--- config.mk ---
export PLATFORM = sky130hd
export DESIGN_NAME = ead_effective_address_decode
export DESIGN_NICKNAME = d
export VERILOG_FILES = /design/src/ead_pkg.sv /design/src/ead_disp_collect.sv /design/src/ead_phys_form.sv /design/src/ead_effective_address_decode.sv
export SDC_FILE = /design/constraint.sdc
export NUM_CORES = 1
export LEC_CHECK = 0
export BUFFER_PORTS_ARGS = -buffer_cell sky130_fd_sc_hd__buf_2
export CAP_MARGIN = 40
export CORE_ASPECT_RATIO = 1.75
export CORE_UTILIZATION = 60
export CTS_CLUSTER_DIAMETER = 50
export CTS_CLUSTER_SIZE = 25
export DETAILED_ROUTE_END_ITERATION = 8
export HOLD_SLACK_MARGIN = 0.15
export PLACE_DENSITY = 0.88
export SLEW_MARGIN = 25
export SYNTH_ARGS = -nofsm -noshare
export SYNTH_HDL_FRONTEND = slang
export SYNTH_HIERARCHICAL = 1
export SYNTH_SLANG_ARGS = --single-unit
--- constraint.sdc ---
create_clock -name clock -period 5.73 [get_ports clock]
set_input_delay 0.573 -clock clock [delete_from_list [all_inputs] [get_ports clock]]
set_output_delay 0.573 -clock clock [all_outputs]
set_load 0.05 [all_outputs]
--- src/ead_pkg.sv ---
package ead_pkg;

   // addressing-mode byte field positions
   localparam int MOD_HI = 7;
   localparam int MOD_LO = 6;
   localparam int REG_HI = 5;
   localparam int REG_LO = 3;
   localparam int RM_HI  = 2;
   localparam int RM_LO  = 0;

   // displacement selector codes
   localparam logic [1:0] MOD_NODISP = 2'h0;
   localparam logic [1:0] MOD_DISP8  = 2'h1;
   localparam logic [1:0] MOD_DISP16 = 2'h2;
   localparam logic [1:0] MOD_REG    = 2'h3;

   // operand locator codes with special meaning
   localparam logic [2:0] RM_BP_SI = 3'h2;
   localparam logic [2:0] RM_BP_DI = 3'h3;
   localparam logic [2:0] RM_DIRECT = 3'h6;

   // segment override prefix: 001xx110
   localparam logic [7:0] PFX_MASK  = 8'hE7;
   localparam logic [7:0] PFX_MATCH = 8'h26;
   localparam int PFX_SEG_HI = 4;
   localparam int PFX_SEG_LO = 3;

   // address computation length and segment shift
   localparam logic [2:0] EA_CYCLES = 3'h4;
   localparam int         SEG_SHIFT = 4;

   // reset values
   localparam logic [15:0] EA_RESET   = 16'h0000;
   localparam logic [19:0] PHYS_RESET = 20'h00000;

   typedef enum logic [1:0] {
      SEG_EXTRA = 2'b00,
      SEG_CODE  = 2'b01,
      SEG_STACK = 2'b10,
      SEG_DATA  = 2'b11
   } ead_seg_t;

   typedef enum logic [2:0] {
      ST_IDLE  = 3'b000,
      ST_FETCH = 3'b001,
      ST_CALC  = 3'b010,
      ST_PHYS  = 3'b011,
      ST_DONE  = 3'b100
   } ead_state_t;

endpackage

--- src/ead_disp_collect.sv ---
`timescale 1ns/100ps
`default_nettype none
module ead_disp_collect (
   input  wire logic        clock,
   input  wire logic        resetn,
   input  wire logic        clear,
   input  wire logic        take,
   input  wire logic [7:0]  byteIn,
   input  wire logic        signExt,
   output logic      [15:0] disp,
   output logic      [1:0]  count
);
   logic [7:0] lowQ, lowD, highQ, highD;
   logic [1:0] countQ, countD;

   always_comb begin
      lowD   = lowQ;
      highD  = highQ;
      countD = countQ;
      if (clear) begin
         lowD   = 8'h00;
         highD  = 8'h00;
         countD = 2'h0;
      end else if (take) begin
         // low byte arrives first, high byte second
         if (countQ == 2'h0) begin
            lowD = byteIn;
         end else begin
            highD = byteIn;
         end
         countD = countQ + 2'h1;
      end
   end

   always_ff @(posedge clock) begin
      if (!resetn) begin
         lowQ   <= 8'h00;
         highQ  <= 8'h00;
         countQ <= 2'h0;
      end else begin
         lowQ   <= lowD;
         highQ  <= highD;
         countQ <= countD;
      end
   end

   // one byte is sign-extended, two bytes are joined high over low
   assign disp  = signExt ? {{8{lowQ[7]}}, lowQ} : {highQ, lowQ};
   assign count = countQ;
endmodule
`default_nettype wire

--- src/ead_phys_form.sv ---
`timescale 1ns/100ps
`default_nettype none
module ead_phys_form (
   input  wire logic        clock,
   input  wire logic        resetn,
   input  wire logic        load,
   input  wire logic [15:0] segBase,
   input  wire logic [15:0] offset,
   output logic      [19:0] phys
);
   logic [19:0] physQ, physD;

   always_comb begin
      physD = physQ;
      if (load) begin
         physD = {segBase, {ead_pkg::SEG_SHIFT{1'b0}}}
               + {4'h0, offset};
      end
   end

   always_ff @(posedge clock) begin
      if (!resetn) begin
         physQ <= ead_pkg::PHYS_RESET;
      end else begin
         physQ <= physD;
      end
   end

   assign phys = physQ;
endmodule
`default_nettype wire

--- src/ead_effective_address_decode.sv ---
`timescale 1ns/100ps
`default_nettype none
module ead_effective_address_decode (
   input  wire logic        clock,
   input  wire logic        resetn,
   input  wire logic        start,
   input  wire logic [7:0]  modRm,
   input  wire logic        wordOp,
   input  wire logic        stringDest,
   input  wire logic        prefixValid,
   input  wire logic [7:0]  prefixByte,
   input  wire logic        streamValid,
   input  wire logic [7:0]  streamByte,
   input  wire logic [15:0] generalBasePtr,
   input  wire logic [15:0] frameBasePtr,
   input  wire logic [15:0] srcIndexPtr,
   input  wire logic [15:0] destIndexPtr,
   input  wire logic [15:0] extraSegBase,
   input  wire logic [15:0] codeSegBase,
   input  wire logic [15:0] stackSegBase,
   input  wire logic [15:0] dataSegBase,
   output logic             busy,
   output logic             wantByte,
   output logic             done,
   output logic             isRegOperand,
   output logic      [2:0]  regSelIdx,
   output logic             regSelHigh,
   output logic      [2:0]  rmSelIdx,
   output logic             rmSelHigh,
   output logic      [15:0] effectiveAddress,
   output logic      [1:0]  segSel,
   output logic             overrideSeen,
   output logic      [19:0] physAddr
);
   ead_pkg::ead_state_t stateQ, stateD;
   logic [1:0]  modQ, modD;
   logic [2:0]  rmQ, rmD;
   logic        strQ, strD;
   logic        ovrQ, ovrD;
   logic [1:0]  ovrSegQ, ovrSegD;
   logic [2:0]  cntQ, cntD;
   logic [15:0] eaQ, eaD;
   logic [1:0]  segQ, segD;
   logic        isRegQ, isRegD;
   logic [3:0]  regDecQ, regDecD, rmDecQ, rmDecD;
   logic        wantQ, wantD, doneQ, doneD, busyQ, busyD;
   logic [1:0]  needBytes;
   logic        take, clearDisp, physLoad;
   logic [15:0] disp, segBase;
   logic [1:0]  dispCount;

   // register code to {word index, high-byte flag}
   function automatic logic [3:0] regDecode(input logic [2:0] code,
                                            input logic       isWord);
      if (isWord) begin
         regDecode = {code, 1'b0};
      end else begin
         regDecode = {1'b0, code[1:0], code[2]};
      end
   endfunction

   // displacement bytes expected for a selector/locator pair
   function automatic logic [1:0] dispBytes(input logic [1:0] md,
                                            input logic [2:0] rm);
      unique case (md)
         ead_pkg::MOD_DISP8:  dispBytes = 2'h1;
         ead_pkg::MOD_DISP16: dispBytes = 2'h2;
         ead_pkg::MOD_NODISP: dispBytes = (rm == ead_pkg::RM_DIRECT)
                                          ? 2'h2 : 2'h0;
         ead_pkg::MOD_REG:    dispBytes = 2'h0;
      endcase
   endfunction

   // true when the operand is addressed through the frame base
   function automatic logic usesFrame(input logic [1:0] md,
                                      input logic [2:0] rm);
      usesFrame = (rm == ead_pkg::RM_BP_SI) || (rm == ead_pkg::RM_BP_DI)
                || (rm == ead_pkg::RM_DIRECT && md != ead_pkg::MOD_NODISP);
   endfunction

   assign needBytes = dispBytes(modQ, rmQ);
   assign take      = wantQ && streamValid;
   assign clearDisp = (stateQ == ead_pkg::ST_IDLE);
   assign physLoad  = (stateQ == ead_pkg::ST_PHYS);

   ead_disp_collect u_disp (
      .clock   (clock),
      .resetn  (resetn),
      .clear   (clearDisp),
      .take    (take),
      .byteIn  (streamByte),
      .signExt (modQ == ead_pkg::MOD_DISP8),
      .disp    (disp),
      .count   (dispCount)
   );

   always_comb begin
      unique case (segQ)
         ead_pkg::SEG_EXTRA: segBase = extraSegBase;
         ead_pkg::SEG_CODE:  segBase = codeSegBase;
         ead_pkg::SEG_STACK: segBase = stackSegBase;
         ead_pkg::SEG_DATA:  segBase = dataSegBase;
      endcase
   end

   ead_phys_form u_phys (
      .clock   (clock),
      .resetn  (resetn),
      .load    (physLoad),
      .segBase (segBase),
      .offset  (eaQ),
      .phys    (physAddr)
   );

   always_comb begin
      stateD  = stateQ;
      modD    = modQ;
      rmD     = rmQ;
      strD    = strQ;
      ovrD    = ovrQ;
      ovrSegD = ovrSegQ;
      cntD    = cntQ;
      eaD     = eaQ;
      segD    = segQ;
      isRegD  = isRegQ;
      regDecD = regDecQ;
      rmDecD  = rmDecQ;
      unique case (stateQ)
         ead_pkg::ST_IDLE: begin
            if (prefixValid
                && (prefixByte & ead_pkg::PFX_MASK) == ead_pkg::PFX_MATCH)
            begin
               ovrD    = 1'b1;
               ovrSegD = prefixByte[ead_pkg::PFX_SEG_HI:ead_pkg::PFX_SEG_LO];
            end
            if (start) begin
               modD    = modRm[ead_pkg::MOD_HI:ead_pkg::MOD_LO];
               rmD     = modRm[ead_pkg::RM_HI:ead_pkg::RM_LO];
               strD    = stringDest;
               regDecD = regDecode(modRm[ead_pkg::REG_HI:ead_pkg::REG_LO],
                                   wordOp);
               rmDecD  = regDecode(modRm[ead_pkg::RM_HI:ead_pkg::RM_LO],
                                   wordOp);
               cntD    = 3'h1;
               if (modD == ead_pkg::MOD_REG) begin
                  isRegD = 1'b1;
                  stateD = ead_pkg::ST_DONE;
               end else begin
                  isRegD = 1'b0;
                  stateD = (dispBytes(modD, rmD) == 2'h0)
                           ? ead_pkg::ST_CALC : ead_pkg::ST_FETCH;
               end
            end
         end
         ead_pkg::ST_FETCH: begin
            if (take && (dispCount + 2'h1) == needBytes) begin
               stateD = ead_pkg::ST_CALC;
            end
         end
         ead_pkg::ST_CALC: begin
            cntD = cntQ + 3'h1;
            if (cntQ == ead_pkg::EA_CYCLES) begin
               stateD = ead_pkg::ST_PHYS;
               if (modQ == ead_pkg::MOD_NODISP
                   && rmQ == ead_pkg::RM_DIRECT) begin
                  eaD = disp;
               end else begin
                  unique case (rmQ)
                     3'h0: eaD = generalBasePtr + srcIndexPtr + disp;
                     3'h1: eaD = generalBasePtr + destIndexPtr + disp;
                     3'h2: eaD = frameBasePtr + srcIndexPtr + disp;
                     3'h3: eaD = frameBasePtr + destIndexPtr + disp;
                     3'h4: eaD = srcIndexPtr + disp;
                     3'h5: eaD = destIndexPtr + disp;
                     3'h6: eaD = frameBasePtr + disp;
                     3'h7: eaD = generalBasePtr + disp;
                  endcase
               end
               if (strQ) begin
                  segD = ead_pkg::SEG_EXTRA;
               end else if (ovrQ) begin
                  segD = ovrSegQ;
               end else if (usesFrame(modQ, rmQ)) begin
                  segD = ead_pkg::SEG_STACK;
               end else begin
                  segD = ead_pkg::SEG_DATA;
               end
            end
         end
         ead_pkg::ST_PHYS: begin
            stateD = ead_pkg::ST_DONE;
         end
         ead_pkg::ST_DONE: begin
            ovrD   = 1'b0;
            stateD = ead_pkg::ST_IDLE;
         end
         default: begin
            stateD = ead_pkg::ST_IDLE;
         end
      endcase
      wantD = (stateD == ead_pkg::ST_FETCH);
      doneD = (stateD == ead_pkg::ST_DONE);
      busyD = (stateD != ead_pkg::ST_IDLE);
   end

   always_ff @(posedge clock) begin
      if (!resetn) begin
         stateQ  <= ead_pkg::ST_IDLE;
         modQ    <= 2'h0;
         rmQ     <= 3'h0;
         strQ    <= 1'b0;
         ovrQ    <= 1'b0;
         ovrSegQ <= 2'h0;
         cntQ    <= 3'h0;
         eaQ     <= ead_pkg::EA_RESET;
         segQ    <= ead_pkg::SEG_DATA;
         isRegQ  <= 1'b0;
         regDecQ <= 4'h0;
         rmDecQ  <= 4'h0;
         wantQ   <= 1'b0;
         doneQ   <= 1'b0;
         busyQ   <= 1'b0;
      end else begin
         stateQ  <= stateD;
         modQ    <= modD;
         rmQ     <= rmD;
         strQ    <= strD;
         ovrQ    <= ovrD;
         ovrSegQ <= ovrSegD;
         cntQ    <= cntD;
         eaQ     <= eaD;
         segQ    <= segD;
         isRegQ  <= isRegD;
         regDecQ <= regDecD;
         rmDecQ  <= rmDecD;
         wantQ   <= wantD;
         doneQ   <= doneD;
         busyQ   <= busyD;
      end
   end

   assign busy             = busyQ;
   assign wantByte         = wantQ;
   assign done             = doneQ;
   assign isRegOperand     = isRegQ;
   assign regSelIdx        = regDecQ[3:1];
   assign regSelHigh       = regDecQ[0];
   assign rmSelIdx         = rmDecQ[3:1];
   assign rmSelHigh        = rmDecQ[0];
   assign effectiveAddress = eaQ;
   assign segSel           = segQ;
   assign overrideSeen     = ovrQ;
endmodule
`default_nettype wire

# --- Yosys cells after proc, flatten, opt, wreduce, memory -nomap -nowiden ---
# Cells that the tools add are included.
word_totals:
  output_inout_bits: 51
  reg_bits: 83
classes:
  addsub: 15
  reduce_logical: 26
  n_bitwise: 2
  n_eq_ne: 28
  muxes: 27
ops:
  columns: ["operator", "n"]
  rows:
  - ["16-bit adder", 12]
  - ["16-bit one-hot mux with 8 select lines", 1]
  - ["16-bit one-hot mux with 4 select lines", 1]
  - ["16-bit two-way mux", 2]
  - ["3-bit == test, second input constant", 8]
  - ["20-bit by 16-bit adder with 20-bit output", 1]
  - ["2-bit two-way mux", 8]
  - ["3-bit two-way mux", 5]
  - ["2-bit AND reduction", 7]
  - ["2-bit == test, second input constant", 6]
  - ["3-bit by 2-bit == test with 1-bit output, second input constant", 4]
  - ["3-bit one-hot mux with 4 select lines", 1]
  - ["2-bit logical NOT", 5]
  - ["3-bit by 1-bit == test with 1-bit output, second input constant", 3]
  - ["4-bit two-way mux", 2]
  - ["2-bit one-hot mux with 4 select lines", 1]
  - ["2-bit by 1-bit == test with 1-bit output, second input constant", 3]
  - ["6-bit by 4-bit == test with 1-bit output, second input constant", 1]
  - ["3-bit logical NOT", 2]
  - ["2-bit one-hot mux with 3 select lines", 1]
  - ["3-bit one-hot mux with 2 select lines", 1]
  - ["2-bit nonzero test", 3]
  - ["1-bit logical AND", 5]
  - ["3-bit by 1-bit adder with 3-bit output, second input constant", 1]
  - ["other kinds (10)", 14]

# --- Longest topological paths before layout ---
logic_depth:
  word_depth: 12
  ltp_mapped: 19

# --- Cells and area by module ---
# The synthesis kept the hierarchy.
modules_own_cells:
  columns: ["module", "cells_per_inst", "instances", "area_each_um2"]
  rows:
  - ["ead_effective_address_decode", 888, 1, 7713.6]
  - ["ead_phys_form", 152, 1, 1323.8]
  - ["ead_disp_collect", 90, 1, 770.7]

# --- Least setup slack after synthesis ---
# No wires, ideal clock.
synth_path:
  path_kind: "reg-to-reg"
  startpoint: "reg rmQ[2]"
  endpoint: "reg eaQ[12], in the netlist effectiveAddress[12]"
  t_required_ns: 5.608
  arrival_time_ns: 3.803
  stages_incl_launch_ff: 19
  setup_slack_ns: 1.805
  setup_ns: 0.122
  period_less_slack_ns: 3.925
  path_cell_list: "dfxtp_1 -> buf_2 -> clkbuf_1 -> clkbuf_1 -> clkbuf_1 -> o22ai_1 -> a21oi_1 -> ha_1 -> inv_1 -> fa_1 -> nand3b_1 -> a211o_1 -> a31oi_1 -> nand2_1 -> a31o_2 -> a21oi_1 -> o211ai_1 -> a211oi_1 -> o21ai_1"
synth_via:
  elab_chain_cells: 3
  word_cells_on_any_way: 11
synth_lines:
  columns: ["element", "line", "rtl"]
  rows:
  - ["start: declaration", "ead_effective_address_decode.sv:37", "logic [2:0] rmQ, rmD;"]
  - ["start signal: assignment", "ead_effective_address_decode.sv:226", "rmQ <= rmD;"]
  - ["3-bit == test, or another cell as far along", "ead_effective_address_decode.sv:168", "unique case (rmQ)"]
  - ["16-bit one-hot mux with 8 select lines / 1-bit logical AND (equally long branches)", "ead_effective_address_decode.sv:168, ead_effective_address_decode.sv:165", null]
  - ["16-bit two-way mux *", "ead_effective_address_decode.sv:164", "if (modQ == ead_pkg::MOD_NODISP"]
  - ["end signal: assignment", "ead_effective_address_decode.sv:215", "eaQ <= ead_pkg::EA_RESET;"]
  - ["end: declaration", "ead_effective_address_decode.sv:42", "logic [15:0] eaQ, eaD;"]
# Mark *: on every way between the ends. The rest lies on a longest branch, timed or not.
# A chain may end at the register's enable or synchronous reset.

# --- Final worst setup path ---
layout_path:
  startpoint: "reg modQ[0]"
  endpoint: "reg eaQ[15], in the netlist effectiveAddress[15]"
layout_via:
  elab_chain_cells: 5
  word_cells_on_any_way: 14
layout_lines:
  columns: ["element", "line", "rtl"]
  rows:
  - ["start: declaration", "ead_effective_address_decode.sv:36", "logic [1:0] modQ, modD;"]
  - ["start signal: assignment", "ead_effective_address_decode.sv:225", "modQ <= modD;"]
  - ["2-bit by 1-bit == test with 1-bit output *", "ead_effective_address_decode.sv:92", ".signExt (modQ == ead_pkg::MOD_DISP8),"]
  - ["16-bit two-way mux *", "ead_disp_collect.sv:48", "assign disp = signExt ? {{8{lowQ[7]}}, lowQ} : {highQ, lowQ};"]
  - ["via disp[9]", "ead_effective_address_decode.sv:49", "logic [15:0] disp, segBase;"]
  - ["16-bit adder, or another cell as far along", "ead_effective_address_decode.sv:176", "3'h7: eaD = generalBasePtr + disp;"]
  - ["16-bit one-hot mux with 8 select lines *", "ead_effective_address_decode.sv:168", null]
  - ["16-bit two-way mux *", "ead_effective_address_decode.sv:164", null]
# The timed path passes the listed nets; every way through them passes the cells marked *.

==> impl_results.md <==
* Cell Int Power at 1.35 mW
* Pleak at 5.14 nW
* RSZ-0062 raised after global routing: false
* Dpl hpwl at 27.2 mm
* Via Count at 10202
* Num rows at 61
* Max_slew headroom at 44.1%
* Die area at 0.0169 mm²
* Status: finished, final reports clean
* Port-buffer cells at 209
* Layout cells sized above 1 at 22.7%
* #FFs+latches synth at 81
* M2 GR Usage at 73.3%
* Detailed-route vias per instance at 6.70
* Hold/Removal Path Class: reg -> reg
* FF+latch area at 0.00162 mm²
* Final Cycle Share at 73.1%
* Critical path required time at 5940 ps
* Startpoint class of the critical path: flop
* Latest clock arrival within the worst-skew pair at 330 ps
* WL/cell at 21.8 µm
* Top FF cell, synth: dfxtp_1
* M3 GR Usage at 5.56%
* Drt drc at 0
* Switch share at 38.2%
* Pwr/cell area at 192 mW/mm²
* Synthesized area at 0.00981 mm²
* Final ANT Viol Nets at 0
* Placer Congestion at 1.01
* Sw Pwr at 0.835 mW
* Crit path time final at 4190 ps
* CP arrival at 4400 ps
* Yosys cell types at 79
* I/O pins at 210
* CP endpoint kind: flop
* Syn Area/Cell at 8.68 µm²
* # setup viols final at 0
* Vias in the first global route at 10344
* Depth of the CTS H-tree at 3
* Area of the multi-input gates at 0.00784 mm²
* Maximum fanout along the worst path at 10
* Fin. Hold Viols at 0
* CTS resizes at 0
* First-pass GRT wire length at 51.6 mm
* Final Skew at 4.16 ps
* Syn. warnings at 6
* Clock slew seen by the registers of the worst setup and hold paths at 60 ps
* Pins Over Slew Limit at 0
* Starting Density at 61.5%
* CTS Hold Bufs at 0
* Register share of total power at 27.6%
* Setup TNS at 0 ps
* Syn Inst Count at 1130
* Initial antenna violation count at 3
* Total grt overflow at 0
* Global route hottest layer: met2
* GR Layer Usage met1 at 38.1%
* DR pass1 iterations at 7
* P&R area growth vs syn at 16.0%
* CTS Buffer Depth at 2
* Post CTS Setup Buffer Count at 0
* Clock share of power at 29.2%
* EDFF count, synth at 0
* Die width at 98.7 µm
* Peak Freq at 239 MHz
* Comb pwr share at 43.2%
* Actual slew at the worst max-slew pin at 837 ps
* Largest net degree at the start of global routing at 61
* VDD IR-drop max at 0.129 mV
* Max-Cap Viols at 0
* Fill count at 1308
* CP Class: reg -> reg
* DRT Wirelength at 33.1 mm
* Cells after DPL at 1504
* Total track usage at 39.5%
* FFs w/ async S/R, synth at 0%
* Post-Synthesis Net Count at 1444
* TritonCTS clock tree: done
* Seq/Total Area, Yosys at 16.5%
* CORE AREA at 0.0160 mm²
* Finished Layout Cells at 1523
* Root buf cell: clkbuf_16
* Die Ht at 171 µm
* Clock Sinks at 81
* Total CTS buffers at 9
* Number of DRC markers in iteration 0 at 717
* Fin nets at 1640
-- path summary, 6_finish.rpt --
path / start / depth (start not counted) / endpoint / slack [ps]
min: u_phys/phys[17] / 2 / u_phys/phys[17] / 440
max: modQ[0] / 15 / effectiveAddress[15] / 1540
min reg2reg: u_phys/phys[17] / 2 / u_phys/phys[17] / 440
max reg2reg: modQ[0] / 15 / effectiveAddress[15] / 1540
-- cells in the mapped netlist, drive strengths merged (13+ instances only) --
master	count	area share, %
a211oi	19	1.6
a21boi	21	1.6
a21o	26	2.0
a21oi	95	4.9
a31oi	19	1.3
buf	16	1.1
clkbuf	29	1.1
dfxtp	81	17
fa	66	13
ha	89	11
inv	37	1.4
mux2	15	1.8
mux2i	27	2.8
mux4	16	3.7
nand2	102	3.9
nand3	29	1.5
nor2	58	2.2
nor2b	26	1.7
nor3	25	1.3
o21a	13	0.99
o21ai	73	3.8
o22ai	37	2.4
xnor2	43	3.8
xor2	35	3.1
-- per-stage QoR --
step | hold WS [ps] | utilization, % | area [µm²] | power [mW] | setup WS, ps
3_5_place_dp | 438 | 69.2 | 11000 | 1.53 | 1640
5_1_grt | 488 | 71.3 | 11400 | 2.29 | 1250
3_3_place_gp | 432 | 69.2 | 11000 | 1.51 | 1770
6_report | 443 | 71.3 | 11400 | 2.19 | 1540
2_1_floorplan | 451 | - | 9810 | 1.24 | 1810
4_1_cts | 447 | 71.2 | 11400 | 2.17 | 1620
-- cell usage in the layout, fill, tap and decap left out, types with 37 or more instances in the layout --
cell type  synthesis  final
ha_1              89     89
inv_1             37     37
o22ai_1           37     37
dfxtp_1           81     79
a21oi_1           93     93
nor2_1            58     58
o21ai_0           67     67
fa_1              66     66
xnor2_1           43     43
buf_2              6    210
nand2_1          102    102
-- power by group through the flow --
stage / Combinational [mW] / Clock, mW / Sequential [mW]
after detailed placement: 0.918 / 0 / 0.616
after global routing: 1.02 / 0.660 / 0.606
final: 0.945 / 0.639 / 0.604
after CTS: 0.924 / 0.638 / 0.603
after global placement: 0.897 / 0 / 0.615
after floorplan: 0.600 / 0 / 0.637
-- logic make-up after synthesis --
family	Yosys count	synth area share (%)
AOI/OAI and AO/OA	373	24.7
and+or+nand+nor	303	15.2
adders and majority gates	155	24.8
muxes	58	8.19
xor gates and xnor gates	78	6.97
buffers and inverters	82	3.61
DFF	81	16.5
-- flip-flops by register name, indices dropped and copies added (netlist names) --
name,count
rmQ,3
stateQ,3
cntQ,3
u_disp/lowQ,8
segSel,2
u_disp/count,2
done,1
effectiveAddress,16
u_disp/highQ,8
overrideSeen,1
strQ,1
modQ,2
busy,1
ovrSegQ,2
regDecQ,4
isRegOperand,1
rmDecQ,2
wantByte,1
u_phys/phys,20
-- layer usage --
| layer | routed length (µm) | share of wire [%] |
|---|---|---|
| met3 | 2250 | 6.8 |
| met5 | 0 | 0 |
| met4 | 2970 | 9.0 |
| met1 | 10800 | 33 |
| met2 | 17200 | 52 |
-- layout make-up --
cell class | instances | area share [%]
Antenna cell | 3 | 0.0660
Clock buffer | 9 | 1.98
Clock inverter | 7 | 0.891
Inverter | 37 | 1.22
Multi-Input combinational cell | 967 | 68.9
Sequential cell | 81 | 14.3
Tap cell | 189 | 2.08
Timing Repair Buffer | 230 | 10.6
-- critical path, stage by stage, from the launching register on --
cell and delay [ps]:
dfxtp_1 440, nor2b_1 450, nand2_1 220, o21ai_0 150, buf_4 210, fa_1 430, ha_1 360, a21o_1 180
a21oi_1 200, nand4_1 110, a31o_2 290, o31a_1 250, mux2i_1 120, a211o_1 290, a221oi_1 260, a21oi_1 120
No activity file was read; power rests on OpenSTA's default activity.
